<file path="config.mk">
export PLATFORM = sky130hd
export DESIGN_NAME = lvm_top
export DESIGN_NICKNAME = d
export VERILOG_FILES = /design/src/rtl/lvm_pkg.sv /design/src/rtl/lvm_top.sv /design/src/rtl/lvm_bus_div.sv /design/src/rtl/lvm_op_check.sv
export SDC_FILE = /design/constraint.sdc
export NUM_CORES = 1
export LEC_CHECK = 0
export BUFFER_PORTS_ARGS = -buffer_cell sky130_fd_sc_hd__buf_2
export CAP_MARGIN = 10
export CORE_MARGIN = 2
export CORE_UTILIZATION = 44
export DETAILED_ROUTE_END_ITERATION = 8
export PLACE_DENSITY = 0.79
export SLEW_MARGIN = 20
export SYNTH_ARGS = -nofsm -noshare
export SYNTH_HDL_FRONTEND = slang
export SYNTH_SLANG_ARGS = --single-unit
export TNS_END_PERCENT = 10
</file>
<file path="constraint.sdc">
create_clock -name CLK -period 2.1 [get_ports CLK]
set_input_delay 0.42 -clock CLK [delete_from_list [all_inputs] [get_ports CLK]]
set_output_delay 0.42 -clock CLK [all_outputs]
set_load 0.01 [all_outputs]
</file>
<file path="src/rtl/lvm_pkg.sv">
// constants and helpers for the low voltage monitor response block
// Contract
// - The drop detector answers a low supply with a reset or an interrupt, set by control bits.
// - The early warning detector never causes a reset; it can only request an interrupt.
// - Background entry opcode 0x82 executed in user mode is illegal and forces a reset.
// - On core version 4 and later opcodes 0x8D and 0xAC are legal and cause no reset.
// - The divider field takes a write at any time and the bus clock changes rate at once.
// - The bus divider field encodes 0 as undivided, 1 as half and 2 as quarter frequency.
// - The warning flag reads 1 while or once the supply is below the warning threshold.
// - Writing 1 to the warning acknowledge bit clears the warning flag and stores nothing.
// - Writing 0x1C to control register one enables the drop detector with reset response.
// - Writing 0x38 to control three selects both high ranges and warning irq, 0x18 low detect.
package lvm_pkg;

	// register byte offsets
	localparam logic [4:0] OFS_CTL_ONE   = 5'h00;
	localparam logic [4:0] OFS_CTL_THREE = 5'h04;
	localparam logic [4:0] OFS_CLK_TWO   = 5'h08;
	localparam logic [4:0] OFS_IRQ_STAT  = 5'h0c;
	localparam logic [4:0] OFS_IRQ_CLR   = 5'h10;
	localparam logic [4:0] OFS_IRQ_EN    = 5'h14;

	// supply_monitor_control_one fields
	localparam int B1_DETECT_EN  = 2;
	localparam int B1_STOP_EN    = 3;
	localparam int B1_RESET_EN   = 4;
	localparam int B1_IRQ_EN     = 5;
	localparam int B1_DROP_ACK   = 6;
	localparam int B1_DROP_FLAG  = 7;
	localparam logic [5:0] RST_CTL_ONE = 6'h1c;

	// supply_monitor_control_three fields
	localparam int B3_WARN_IE    = 3;
	localparam int B3_WARN_HIGH  = 4;
	localparam int B3_DETECT_HI  = 5;
	localparam int B3_WARN_ACK   = 6;
	localparam int B3_WARN_FLAG  = 7;
	localparam logic [2:0] RST_CTL_THREE = 3'h0;

	// clock_gen_control_two fields
	localparam int B2_DIV_LSB    = 6;
	localparam logic [7:0] RST_CLK_TWO = 8'h00;
	localparam logic [1:0] DIV_FULL    = 2'h0;
	localparam logic [1:0] DIV_HALF    = 2'h1;
	localparam logic [1:0] DIV_QUARTER = 2'h2;

	// interrupt status, clear and enable layout
	localparam int IB_WARN = 0;
	localparam int IB_DROP = 1;
	localparam logic [1:0] RST_IRQ_EN = 2'h3;

	// opcodes
	localparam logic [7:0] OP_BG_ENTRY = 8'h82;
	localparam logic [7:0] OP_PAGE_RTN = 8'h8d;
	localparam logic [7:0] OP_PAGE_CAL = 8'hac;
	localparam logic [3:0] PAGED_CORE_VERSION = 4'h4;

	function automatic logic lvm_illegal_op(input logic [7:0] op, input logic user,
		input logic [3:0] ver);
		logic paged;
		paged = (op == OP_PAGE_RTN) || (op == OP_PAGE_CAL);
		return ((op == OP_BG_ENTRY) && user) || (paged && (ver < PAGED_CORE_VERSION));
	endfunction : lvm_illegal_op

	// low bits of the free counter that must be zero for a bus clock enable
	function automatic logic [1:0] lvm_div_mask(input logic [1:0] sel);
		unique case (sel)
			DIV_FULL: return 2'h0;
			DIV_HALF: return 2'h1;
			default:  return 2'h3;
		endcase
	endfunction : lvm_div_mask

endpackage : lvm_pkg

</file>
<file path="src/rtl/lvm_top.sv">
// supply monitor response: registers, flags, reset request, interrupt, bus divider
`timescale 1ns/10ps
`default_nettype none
module lvm_top
	import lvm_pkg::*;
(
	// clock and reset
	input  wire logic        CLK,
	input  wire logic        SYS_RST,
	// avalon-mm slave
	input  wire logic [4:0]  AVS_ADDRESS,
	input  wire logic        AVS_READ,
	input  wire logic        AVS_WRITE,
	input  wire logic [31:0] AVS_WRITEDATA,
	output logic [31:0]      AVS_READDATA,
	output logic             AVS_WAITREQUEST,
	// analogue comparators
	input  wire logic        DROP_DETECT,
	input  wire logic        WARN_DETECT,
	output logic             DETECT_RANGE_HIGH,
	output logic             WARN_RANGE_HIGH,
	// core opcode stream
	input  wire logic [7:0]  OPCODE,
	input  wire logic        OPCODE_VALID,
	input  wire logic        USER_MODE,
	input  wire logic [3:0]  CORE_VERSION,
	// system outputs
	output logic             SYS_RESET_REQ,
	output logic             BUS_CLK_EN,
	output logic             IRQ
);
	logic        ack;
	logic        wr_take;
	logic [4:0]  adr;
	logic [7:0]  wd;
	logic        detect_en;
	logic        stop_en;
	logic        reset_en;
	logic        drop_ie;
	logic        drop_flag;
	logic        warn_ie;
	logic        warn_high;
	logic        detect_high;
	logic        warn_flag;
	logic [7:0]  clk_two;
	logic [1:0]  irq_status;
	logic [1:0]  irq_enable;
	logic [1:0]  irq_event;
	logic [1:0]  irq_clear;
	logic        drop_hit;
	logic        drop_ack;
	logic        warn_ack;
	logic        illegal;
	logic [31:0] next_readdata;

	// bus slave: one wait state, then the access completes
	always_ff @(posedge CLK)
	begin
		if (SYS_RST)
			ack <= 1'b0;
		else
			ack <= (AVS_READ || AVS_WRITE) && !ack;
	end

	assign AVS_WAITREQUEST = (AVS_READ || AVS_WRITE) && !ack;
	assign wr_take         = AVS_WRITE && ack;
	assign adr             = AVS_ADDRESS;
	assign wd              = AVS_WRITEDATA[7:0];

	always_comb
	begin
		next_readdata = 32'h0;
		unique case (adr)
			OFS_CTL_ONE:
			begin
				next_readdata[B1_DROP_FLAG] = drop_flag;
				next_readdata[B1_IRQ_EN]    = drop_ie;
				next_readdata[B1_RESET_EN]  = reset_en;
				next_readdata[B1_STOP_EN]   = stop_en;
				next_readdata[B1_DETECT_EN] = detect_en;
			end
			OFS_CTL_THREE:
			begin
				next_readdata[B3_WARN_FLAG] = warn_flag;
				next_readdata[B3_DETECT_HI] = detect_high;
				next_readdata[B3_WARN_HIGH] = warn_high;
				next_readdata[B3_WARN_IE]   = warn_ie;
			end
			OFS_CLK_TWO:  next_readdata[7:0] = clk_two;
			OFS_IRQ_STAT: next_readdata[1:0] = irq_status;
			OFS_IRQ_EN:   next_readdata[1:0] = irq_enable;
			default:      next_readdata = 32'h0;
		endcase
	end

	// data is latched in the waited cycle so it stands at the completing edge
	always_ff @(posedge CLK)
	begin
		if (SYS_RST)
			AVS_READDATA <= 32'h0;
		else if (AVS_READ && !ack)
			AVS_READDATA <= next_readdata;
	end

	// control one: drop detector set-up
	always_ff @(posedge CLK)
	begin
		if (SYS_RST)
			{drop_ie, reset_en, stop_en, detect_en} <= RST_CTL_ONE[5:2];
		else if (wr_take && adr == OFS_CTL_ONE)
			{drop_ie, reset_en, stop_en, detect_en} <= wd[B1_IRQ_EN:B1_DETECT_EN];
	end

	assign drop_hit = detect_en && DROP_DETECT;
	assign drop_ack = wr_take && adr == OFS_CTL_ONE && wd[B1_DROP_ACK];

	// drop flag: a new detection wins over a simultaneous acknowledge
	always_ff @(posedge CLK)
	begin
		if (SYS_RST)
			drop_flag <= 1'b0;
		else if (drop_hit)
			drop_flag <= 1'b1;
		else if (drop_ack)
			drop_flag <= 1'b0;
	end

	// control three: ranges and warning interrupt enable
	always_ff @(posedge CLK)
	begin
		if (SYS_RST)
			{detect_high, warn_high, warn_ie} <= RST_CTL_THREE;
		else if (wr_take && adr == OFS_CTL_THREE)
			{detect_high, warn_high, warn_ie} <= wd[B3_DETECT_HI:B3_WARN_IE];
	end

	assign DETECT_RANGE_HIGH = detect_high;
	assign WARN_RANGE_HIGH   = warn_high;
	assign warn_ack = wr_take && adr == OFS_CTL_THREE && wd[B3_WARN_ACK];

	// warning flag is independent of the enable so polling still sees it
	always_ff @(posedge CLK)
	begin
		if (SYS_RST)
			warn_flag <= 1'b0;
		else if (WARN_DETECT)
			warn_flag <= 1'b1;
		else if (warn_ack)
			warn_flag <= 1'b0;
	end

	// clock generator control two, divider takes effect on the next edge
	always_ff @(posedge CLK)
	begin
		if (SYS_RST)
			clk_two <= RST_CLK_TWO;
		else if (wr_take && adr == OFS_CLK_TWO)
			clk_two <= wd;
	end

	lvm_bus_div u_div (
		.clk     (CLK),
		.rst     (SYS_RST),
		.div_sel (clk_two[B2_DIV_LSB+1:B2_DIV_LSB]),
		.bus_en  (BUS_CLK_EN)
	);

	lvm_op_check u_op (
		.clk          (CLK),
		.rst          (SYS_RST),
		.opcode       (OPCODE),
		.op_valid     (OPCODE_VALID),
		.user_mode    (USER_MODE),
		.core_version (CORE_VERSION),
		.illegal      (illegal)
	);

	// reset request only from the drop detector or an illegal opcode, never the warning
	always_ff @(posedge CLK)
	begin
		if (SYS_RST)
			SYS_RESET_REQ <= 1'b0;
		else
			SYS_RESET_REQ <= (drop_hit && reset_en) || illegal;
	end

	// interrupt sources: warning and drop, each gated by its own enable
	assign irq_event[IB_WARN] = warn_flag && warn_ie;
	assign irq_event[IB_DROP] = drop_flag && drop_ie && !reset_en;
	assign irq_clear = (wr_take && adr == OFS_IRQ_CLR) ? wd[1:0] : 2'h0;

	always_ff @(posedge CLK)
	begin
		if (SYS_RST)
			irq_status <= 2'h0;
		else
			irq_status <= irq_event | (irq_status & ~irq_clear);
	end

	always_ff @(posedge CLK)
	begin
		if (SYS_RST)
			irq_enable <= RST_IRQ_EN;
		else if (wr_take && adr == OFS_IRQ_EN)
			irq_enable <= wd[1:0];
	end

	assign IRQ = |(irq_status & irq_enable);

	// checks
	a_drop_reset_resp: assert property (@(posedge CLK) disable iff (SYS_RST)
		drop_hit && reset_en |=> SYS_RESET_REQ)
		else $error("drop with reset response gave no reset request");

	a_warn_never_resets: assert property (@(posedge CLK) disable iff (SYS_RST)
		$rose(SYS_RESET_REQ) |-> $past(drop_hit && reset_en) || $past(illegal))
		else $error("reset request without drop or illegal opcode");

	a_bg_entry_reset: assert property (@(posedge CLK) disable iff (SYS_RST)
		OPCODE_VALID && OPCODE == OP_BG_ENTRY && USER_MODE |=> ##1 SYS_RESET_REQ)
		else $error("background opcode in user mode did not reset");

	a_paged_ops_legal: assert property (@(posedge CLK) disable iff (SYS_RST)
		OPCODE_VALID && (OPCODE == OP_PAGE_RTN || OPCODE == OP_PAGE_CAL)
		&& CORE_VERSION >= PAGED_CORE_VERSION |=> !illegal)
		else $error("paged opcode flagged illegal on new core");

	a_div_immediate: assert property (@(posedge CLK) disable iff (SYS_RST)
		wr_take && adr == OFS_CLK_TWO && wd[7:6] == DIV_FULL |=> BUS_CLK_EN [*3])
		else $error("undivided bus clock not effective at once");

	a_div_quarter: assert property (@(posedge CLK) disable iff (SYS_RST)
		BUS_CLK_EN && clk_two[7:6] == DIV_QUARTER && $past(clk_two[7:6]) == DIV_QUARTER
		&& $past(clk_two[7:6], 2) == DIV_QUARTER && $past(clk_two[7:6], 3) == DIV_QUARTER
		|-> !$past(BUS_CLK_EN) && !$past(BUS_CLK_EN, 2) && !$past(BUS_CLK_EN, 3))
		else $error("quarter rate enable spacing wrong");

	a_warn_flag_set: assert property (@(posedge CLK) disable iff (SYS_RST)
		WARN_DETECT |=> warn_flag)
		else $error("warning flag not set by detector");

	a_warn_ack_clear: assert property (@(posedge CLK) disable iff (SYS_RST)
		warn_ack && !WARN_DETECT |=> !warn_flag)
		else $error("acknowledge did not clear warning flag");

	a_warn_irq_gate: assert property (@(posedge CLK) disable iff (SYS_RST)
		warn_flag && warn_ie && irq_enable[IB_WARN] |=> IRQ)
		else $error("enabled warning raised no interrupt");

	a_init_one: assert property (@(posedge CLK) disable iff (SYS_RST)
		wr_take && adr == OFS_CTL_ONE && wd == 8'h1c |=> detect_en && reset_en && !drop_ie)
		else $error("control one set-up not applied");

	a_init_three: assert property (@(posedge CLK) disable iff (SYS_RST)
		wr_take && adr == OFS_CTL_THREE && wd == 8'h38 |=> detect_high && warn_high && warn_ie)
		else $error("control three high set-up not applied");

	a_warn_sticky: assert property (@(posedge CLK) disable iff (SYS_RST)
		warn_flag && !warn_ack |=> warn_flag)
		else $error("warning flag dropped without acknowledge");

	c_warn_irq: cover property (@(posedge CLK) disable iff (SYS_RST) $rose(IRQ));
	c_drop_reset: cover property (@(posedge CLK) disable iff (SYS_RST) $rose(SYS_RESET_REQ));
	c_div_change: cover property (@(posedge CLK) disable iff (SYS_RST)
		wr_take && adr == OFS_CLK_TWO ##1 wr_take && adr == OFS_CTL_THREE);

endmodule : lvm_top
`default_nettype wire

</file>
<file path="src/rtl/lvm_bus_div.sv">
// bus clock enable divider with immediate ratio change
`timescale 1ns/10ps
`default_nettype none
module lvm_bus_div
	import lvm_pkg::*;
(
	// clock and reset
	input  wire logic       clk,
	input  wire logic       rst,
	// ratio and enable
	input  wire logic [1:0] div_sel,
	output logic            bus_en
);
	logic [1:0] count;

	always_ff @(posedge clk)
	begin
		if (rst)
			count <= 2'h0;
		else
			count <= count + 2'h1;
	end

	// free counter masked by the live ratio, so a new ratio acts on the next edge
	assign bus_en = (count & lvm_div_mask(div_sel)) == 2'h0;

endmodule : lvm_bus_div
`default_nettype wire

</file>
<file path="src/rtl/lvm_op_check.sv">
// illegal opcode detector feeding the reset request
`timescale 1ns/10ps
`default_nettype none
module lvm_op_check
	import lvm_pkg::*;
(
	// clock and reset
	input  wire logic       clk,
	input  wire logic       rst,
	// executed opcode
	input  wire logic [7:0] opcode,
	input  wire logic       op_valid,
	input  wire logic       user_mode,
	input  wire logic [3:0] core_version,
	// result
	output logic            illegal
);
	always_ff @(posedge clk)
	begin
		if (rst)
			illegal <= 1'b0;
		else
			illegal <= op_valid && lvm_illegal_op(opcode, user_mode, core_version);
	end

endmodule : lvm_op_check
`default_nettype wire

</file>
======== Word-level counts from Yosys, hierarchy flattened ========
Index checks and enable logic that the tools add are counted.
word-level totals
  output and inout bits ................... 38
  register bits ........................... 34
cells by class
  $lt $le $gt $ge ......................... 1
  eq/ne operators ......................... 9
  muxes and demuxes ....................... 11
  reduce and logical (&&, ||, !) cells .... 30
  bitwise logic cells ..................... 5
  add/subtract/negate cells ............... 1
operators with widths
  cell                 number
  $eq 8x8->1 const B   3
  $logic_and 1x1->1    18
  $eq 5x4->1 const B   2
  $eq 5x5->1 const B   2
  $pmux 3 s3           1
  $and 2x2->2          3
  $pmux 2 s3           1
  $eq 5x3->1 const B   1
  $logic_not 5->1      1
  $mux 1               5
  $logic_not 2->1      2
  $logic_or 1x1->1     4
  $lt 4x3->1 const B   1
  $pmux 2 s2           1
  $reduce_bool 2->1    2
  $pmux 1 s3           1
  $add 2x1->2 const B  1
  $eq 2x1->1 const B   1
  $logic_not 1->1      2
  $mux 2               1
  $not 2->2            1
  $or 2x2->2           1
  $pmux 1 s2           1
  $reduce_or 2->1      1

======== Longest topological paths before layout ========
  depth in word-level cells ............... 6
  depth in mapped cells ................... 5
  mapped depth without buffers ............ 3

======== By module ========
A second synthesis with hierarchy kept.
unflattened totals
  cells, all modules ...................... 204
  area total of the unflattened synthesis .. 1866.8 um^2
modules (own cells, without submodules)
  module        area an instance (um^2)  cells an instance  sequential area each (um^2)  times used
  lvm_top       1709.1                   187                620.6                        1
  lvm_op_check  87.6                     10                 20.0                         1
  lvm_bus_div   70.1                     7                  40.0                         1

======== Worst setup path after synthesis ========
No wires, ideal clock.
  kind .................................... input -> register
  start ................................... input AVS_ADDRESS[4]
  end ..................................... register AVS_READDATA[2]
  required time ........................... 2030 ps
  setup time .............................. 70 ps
  stages .................................. 4
  slack ................................... 490 ps
  arrival time ............................ 1539 ps
  cells stage by stage .................... or3_1 buf_2 or4_1 a21oi_1
on the way
  word-level cells in the longest chain between the ends .. 2
  elaborated cells on any way between the ends .. 3
  classes of those cells .................. eq/ne: 1; mux: 1; reduce/logical: 1
ends and longest elaborated chain
  element                                        RTL line        source
  start: declaration                             lvm_top.sv:11   input wire logic [4:0] AVS_ADDRESS,
  $eq 5x4->1 or $logic_not 5->1 (tied branches)  lvm_top.sv:73   unique case (adr)
  $pmux 1 s2 *                                   lvm_top.sv:73
  end signal: assignment                         lvm_top.sv:102  AVS_READDATA <= next_readdata;
  end: declaration                               lvm_top.sv:15   output logic [31:0] AVS_READDATA,
Mark *: on every way between the ends. The rest lies on a longest branch, timed or not.
A chain may end at the register's enable or synchronous reset.

======== Worst setup path in the final report ========
Same ends and word-level chain as after synthesis.

==> summary.txt <==
Layout
  • Fraction of layout cells with a size suffix above 1: between 20% and 30%
  • Antenna Cells: 0
  • Post-route cell area: 2060 um2
  • Fin util: between 50% and 60%
  • Nets: 297
  • Storage element area: just under 700 um2
  • Filler Cell Count: between 300 and 400
  • Layout area overhead: 18.4%
  • Footprint of the multi-input gates: 911 um2

Yosys
  • Synth Register Bits: 34
  • Mapped Cells: approximately 200
  • Cells taking the most area after synthesis: dfxtp_1 39%, buf_4 10%, mux2i_1 9.2%
  • Ys Warns: 0
  • Post-synth top cells: 34 x dfxtp_1, 26 x nand2_1, 24 x buf_4
  • Synth top area share: around 39%
  • Post-synth EDFFs: 0
  • Avg Cell Area, Syn: between 8 and 9 um2
  • Synth area leader: dfxtp_1
  • Seq/Total Area, Yosys: approximately 39%
  • Synth Cell Area: between 1500 and 2000 um2
  • Post-synthesis cell type count: between 40 and 50
  • Async set or reset register ratio after synthesis: 0%
  • Post-synth top flop: dfxtp_1
  • Count leader, synth: dfxtp_1

Routing
  • Number of DRC markers in iteration 0: 48
  • Final WL: between 3 and 4 mm
  • Drt drc: 0
  • Wire length per cell: ~13 um
  • Routed Antenna Nets: 0
  • Drt first pass iters: 4
  • Via Count: ~1500
  • Vias/cell: roughly 5.1

Critical path
  • Worst path cell trace: buf_2 > or3_1 > or4_1 > a21oi_1
  • Cells on worst reg2reg path: 3
  • Crit path depth: 4
  • Critical path buffer and inverter count: 1
  • Crit path max-delay family: simple AND/OR/NAND/NOR gates
  • CP max stage cell: or4_1
  • Crit Path Class: input pin to flip-flop
  • Worst setup path start: AVS_ADDRESS[4]
  • Req. time, crit path: between 2000 and 2500 ps
  • R2R Path Start: ack
  • Worst path max stage delay: around 550 ps
  • CP endpoint kind: flip-flop
  • WP data arrival: 1750 ps
  • Crit path launch type: input pin
  • Crit path max fanout: 7

Die
  • Num ports: between 90 and 100
  • Die height: ~67 um
  • Initial core utilization: a little under half
  • Core region area: between 3000 and 4000 um2
  • Die ar.: about 4500 um2
  • Die X: approximately 67 um
  • # rows: 22

Timing
  • TNS Setup: 0 ps
  • Crit share post-route: 72.7%
  • RSZ-0062 raised after global routing: false
  • Fin worst setup slack: approximately 570 ps
  • Final Skew: between 4 and 5 ps
  • Max Freq: 655 MHz
  • Tmin final: about 1500 ps
  • Fin. max-slew vios: 0
  • Finish-stage setup viols: 0
  • Final Hold Fails: 0

Clock network
  • Worst-Skew Late Latency: 290 ps
  • Clk sinks: 34
  • Cts bufs inserted: 5
  • Post-CTS sizing: 0
  • Clock Path Buffers: 2
  • CTS H-Tree Depth: 2
  • CTS tree: done
  • Clock root buffer: clkbuf_8
  • CTS clk-pin slew, worst paths: ~70 ps
  • Postcts setup bufs: 0
  • Cts-stage hold buffer count: 0

Global route
  • Antenna violations before repair: 0
  • Number of global-route vias before repair: approximately 1400
  • Grt ovf: 0
  • Gr usage total: around a fifth
  • First-pass GRT wire length: around 6.4 mm
  • Largest net degree at the start of global routing: 29

Min path
  • Hold_sp: AVS_WRITEDATA[7]
  • Worst min path class: input pin to flip-flop
  • Hold Path Depth: 3

Placed design
  • RePlAce Congestion: about 0.85
  • Placed Area: roughly 1900 um2
  • Post-DP HPWL: approximately 2.8 mm
  • Pre-CTS WS: roughly 280 ps
  • Port Buffer Count: 44

Flow run
  • Max-cap violations: 0

Outcome
  • Status: finished, final reports clean

Pwr
  • Pwr/cell area: about 750 nW/um2
  • Leakage: just under 0.9 nW
  • VDD IR max: roughly 510 uV
[per-layer routing]
| layer | GRT usage, % | vias up | part of all wire (%) |
|---|---|---|---|
| li1 | - | 738 | - |
| met2 | 31.5 | 35 | 48 |
| met1 | 23.9 | 691 | 45 |
| met4 | 7.14 | 0 | 1.5 |
| met5 | 0 | - | 0 |
| met3 | 4.56 | 7 | 5.1 |
[registers in the layout (all words and copies together), names as in the netlist]
register and flops:
AVS_READDATA 8, warn_flag 1, reset_en 1, ack 1
warn_ie 1, drop_ie 1, DETECT_RANGE_HIGH 1, irq_status 2
SYS_RESET_REQ 1, u_op.illegal 1, stop_en 1, clk_two 8
WARN_RANGE_HIGH 1, u_div.count 2, irq_enable 2, detect_en 1
drop_flag 1
[logic make-up after synthesis]
family | Yosys count | synth area share (%)
AOI/OAI and AO/OA | 35 | 15.4
xor gates and xnor gates | 1 | 0.503
buffers and inverters | 38 | 13.6
DFF | 34 | 39.1
muxes | 18 | 10.5
other | 1 | 0.215
and+or+nand+nor | 68 | 20.8
[layout make-up]
| cell class | instances | share of cell area [%] |
|---|---|---|
| Sequential cell | 34 | 33.0 |
| Multi-Input combinational cell | 146 | 44.2 |
| Inverter | 4 | 0.728 |
| Timing Repair Buffer | 49 | 12.5 |
| Clock inverter | 3 | 3.34 |
| Tap cell | 48 | 2.91 |
| Clock buffer | 5 | 3.34 |
[placed cells by master, fill, tap and decap left out, types with 5 or more instances in the layout]
master,netlist,layout
a21oi_1,6,6
nand4_1,6,6
nor2_1,7,7
nand3_1,7,7
buf_2,3,44
dfxtp_1,34,34
conb_1,1,24
clkbuf_8,0,5
nand2_1,26,26
mux2i_1,16,16
o21ai_0,5,5
buf_4,24,5
[worst paths after layout]
| path | to | slack (ps) |
|---|---|---|
| hold reg to reg | AVS_READDATA[2] | 450 |
| hold / removal | clk_two[7] | 370 |
| setup reg to reg | AVS_READDATA[2] | 620 |
| setup / recovery | AVS_READDATA[2] | 570 |
[report_power, final]
group	switching [mW]	total [mW]	internal (mW)
Combinational	0.0924	0.145	0.0530
Sequential	0.00915	0.664	0.655
Clock	0.255	0.731	0.476
Total	0.357	1.54	1.18
[per-stage QoR]
stage          cells  power [mW]  hold slack, ps
3_3_place_gp     281       0.820             434
5_1_grt          289        1.60             369
2_1_floorplan    218       0.799             413
3_5_place_dp     281       0.823             446
4_1_cts          289        1.55             365
6_report         289        1.54             367
[worst reg2reg max path: cells and delay by family, from the launching register on]
kind / cells / cell delay (ps)
flops: 1 / 380
compound gates: 1 / 140
simple gates: 2 / 900
(Power assumes the default switching activity.)
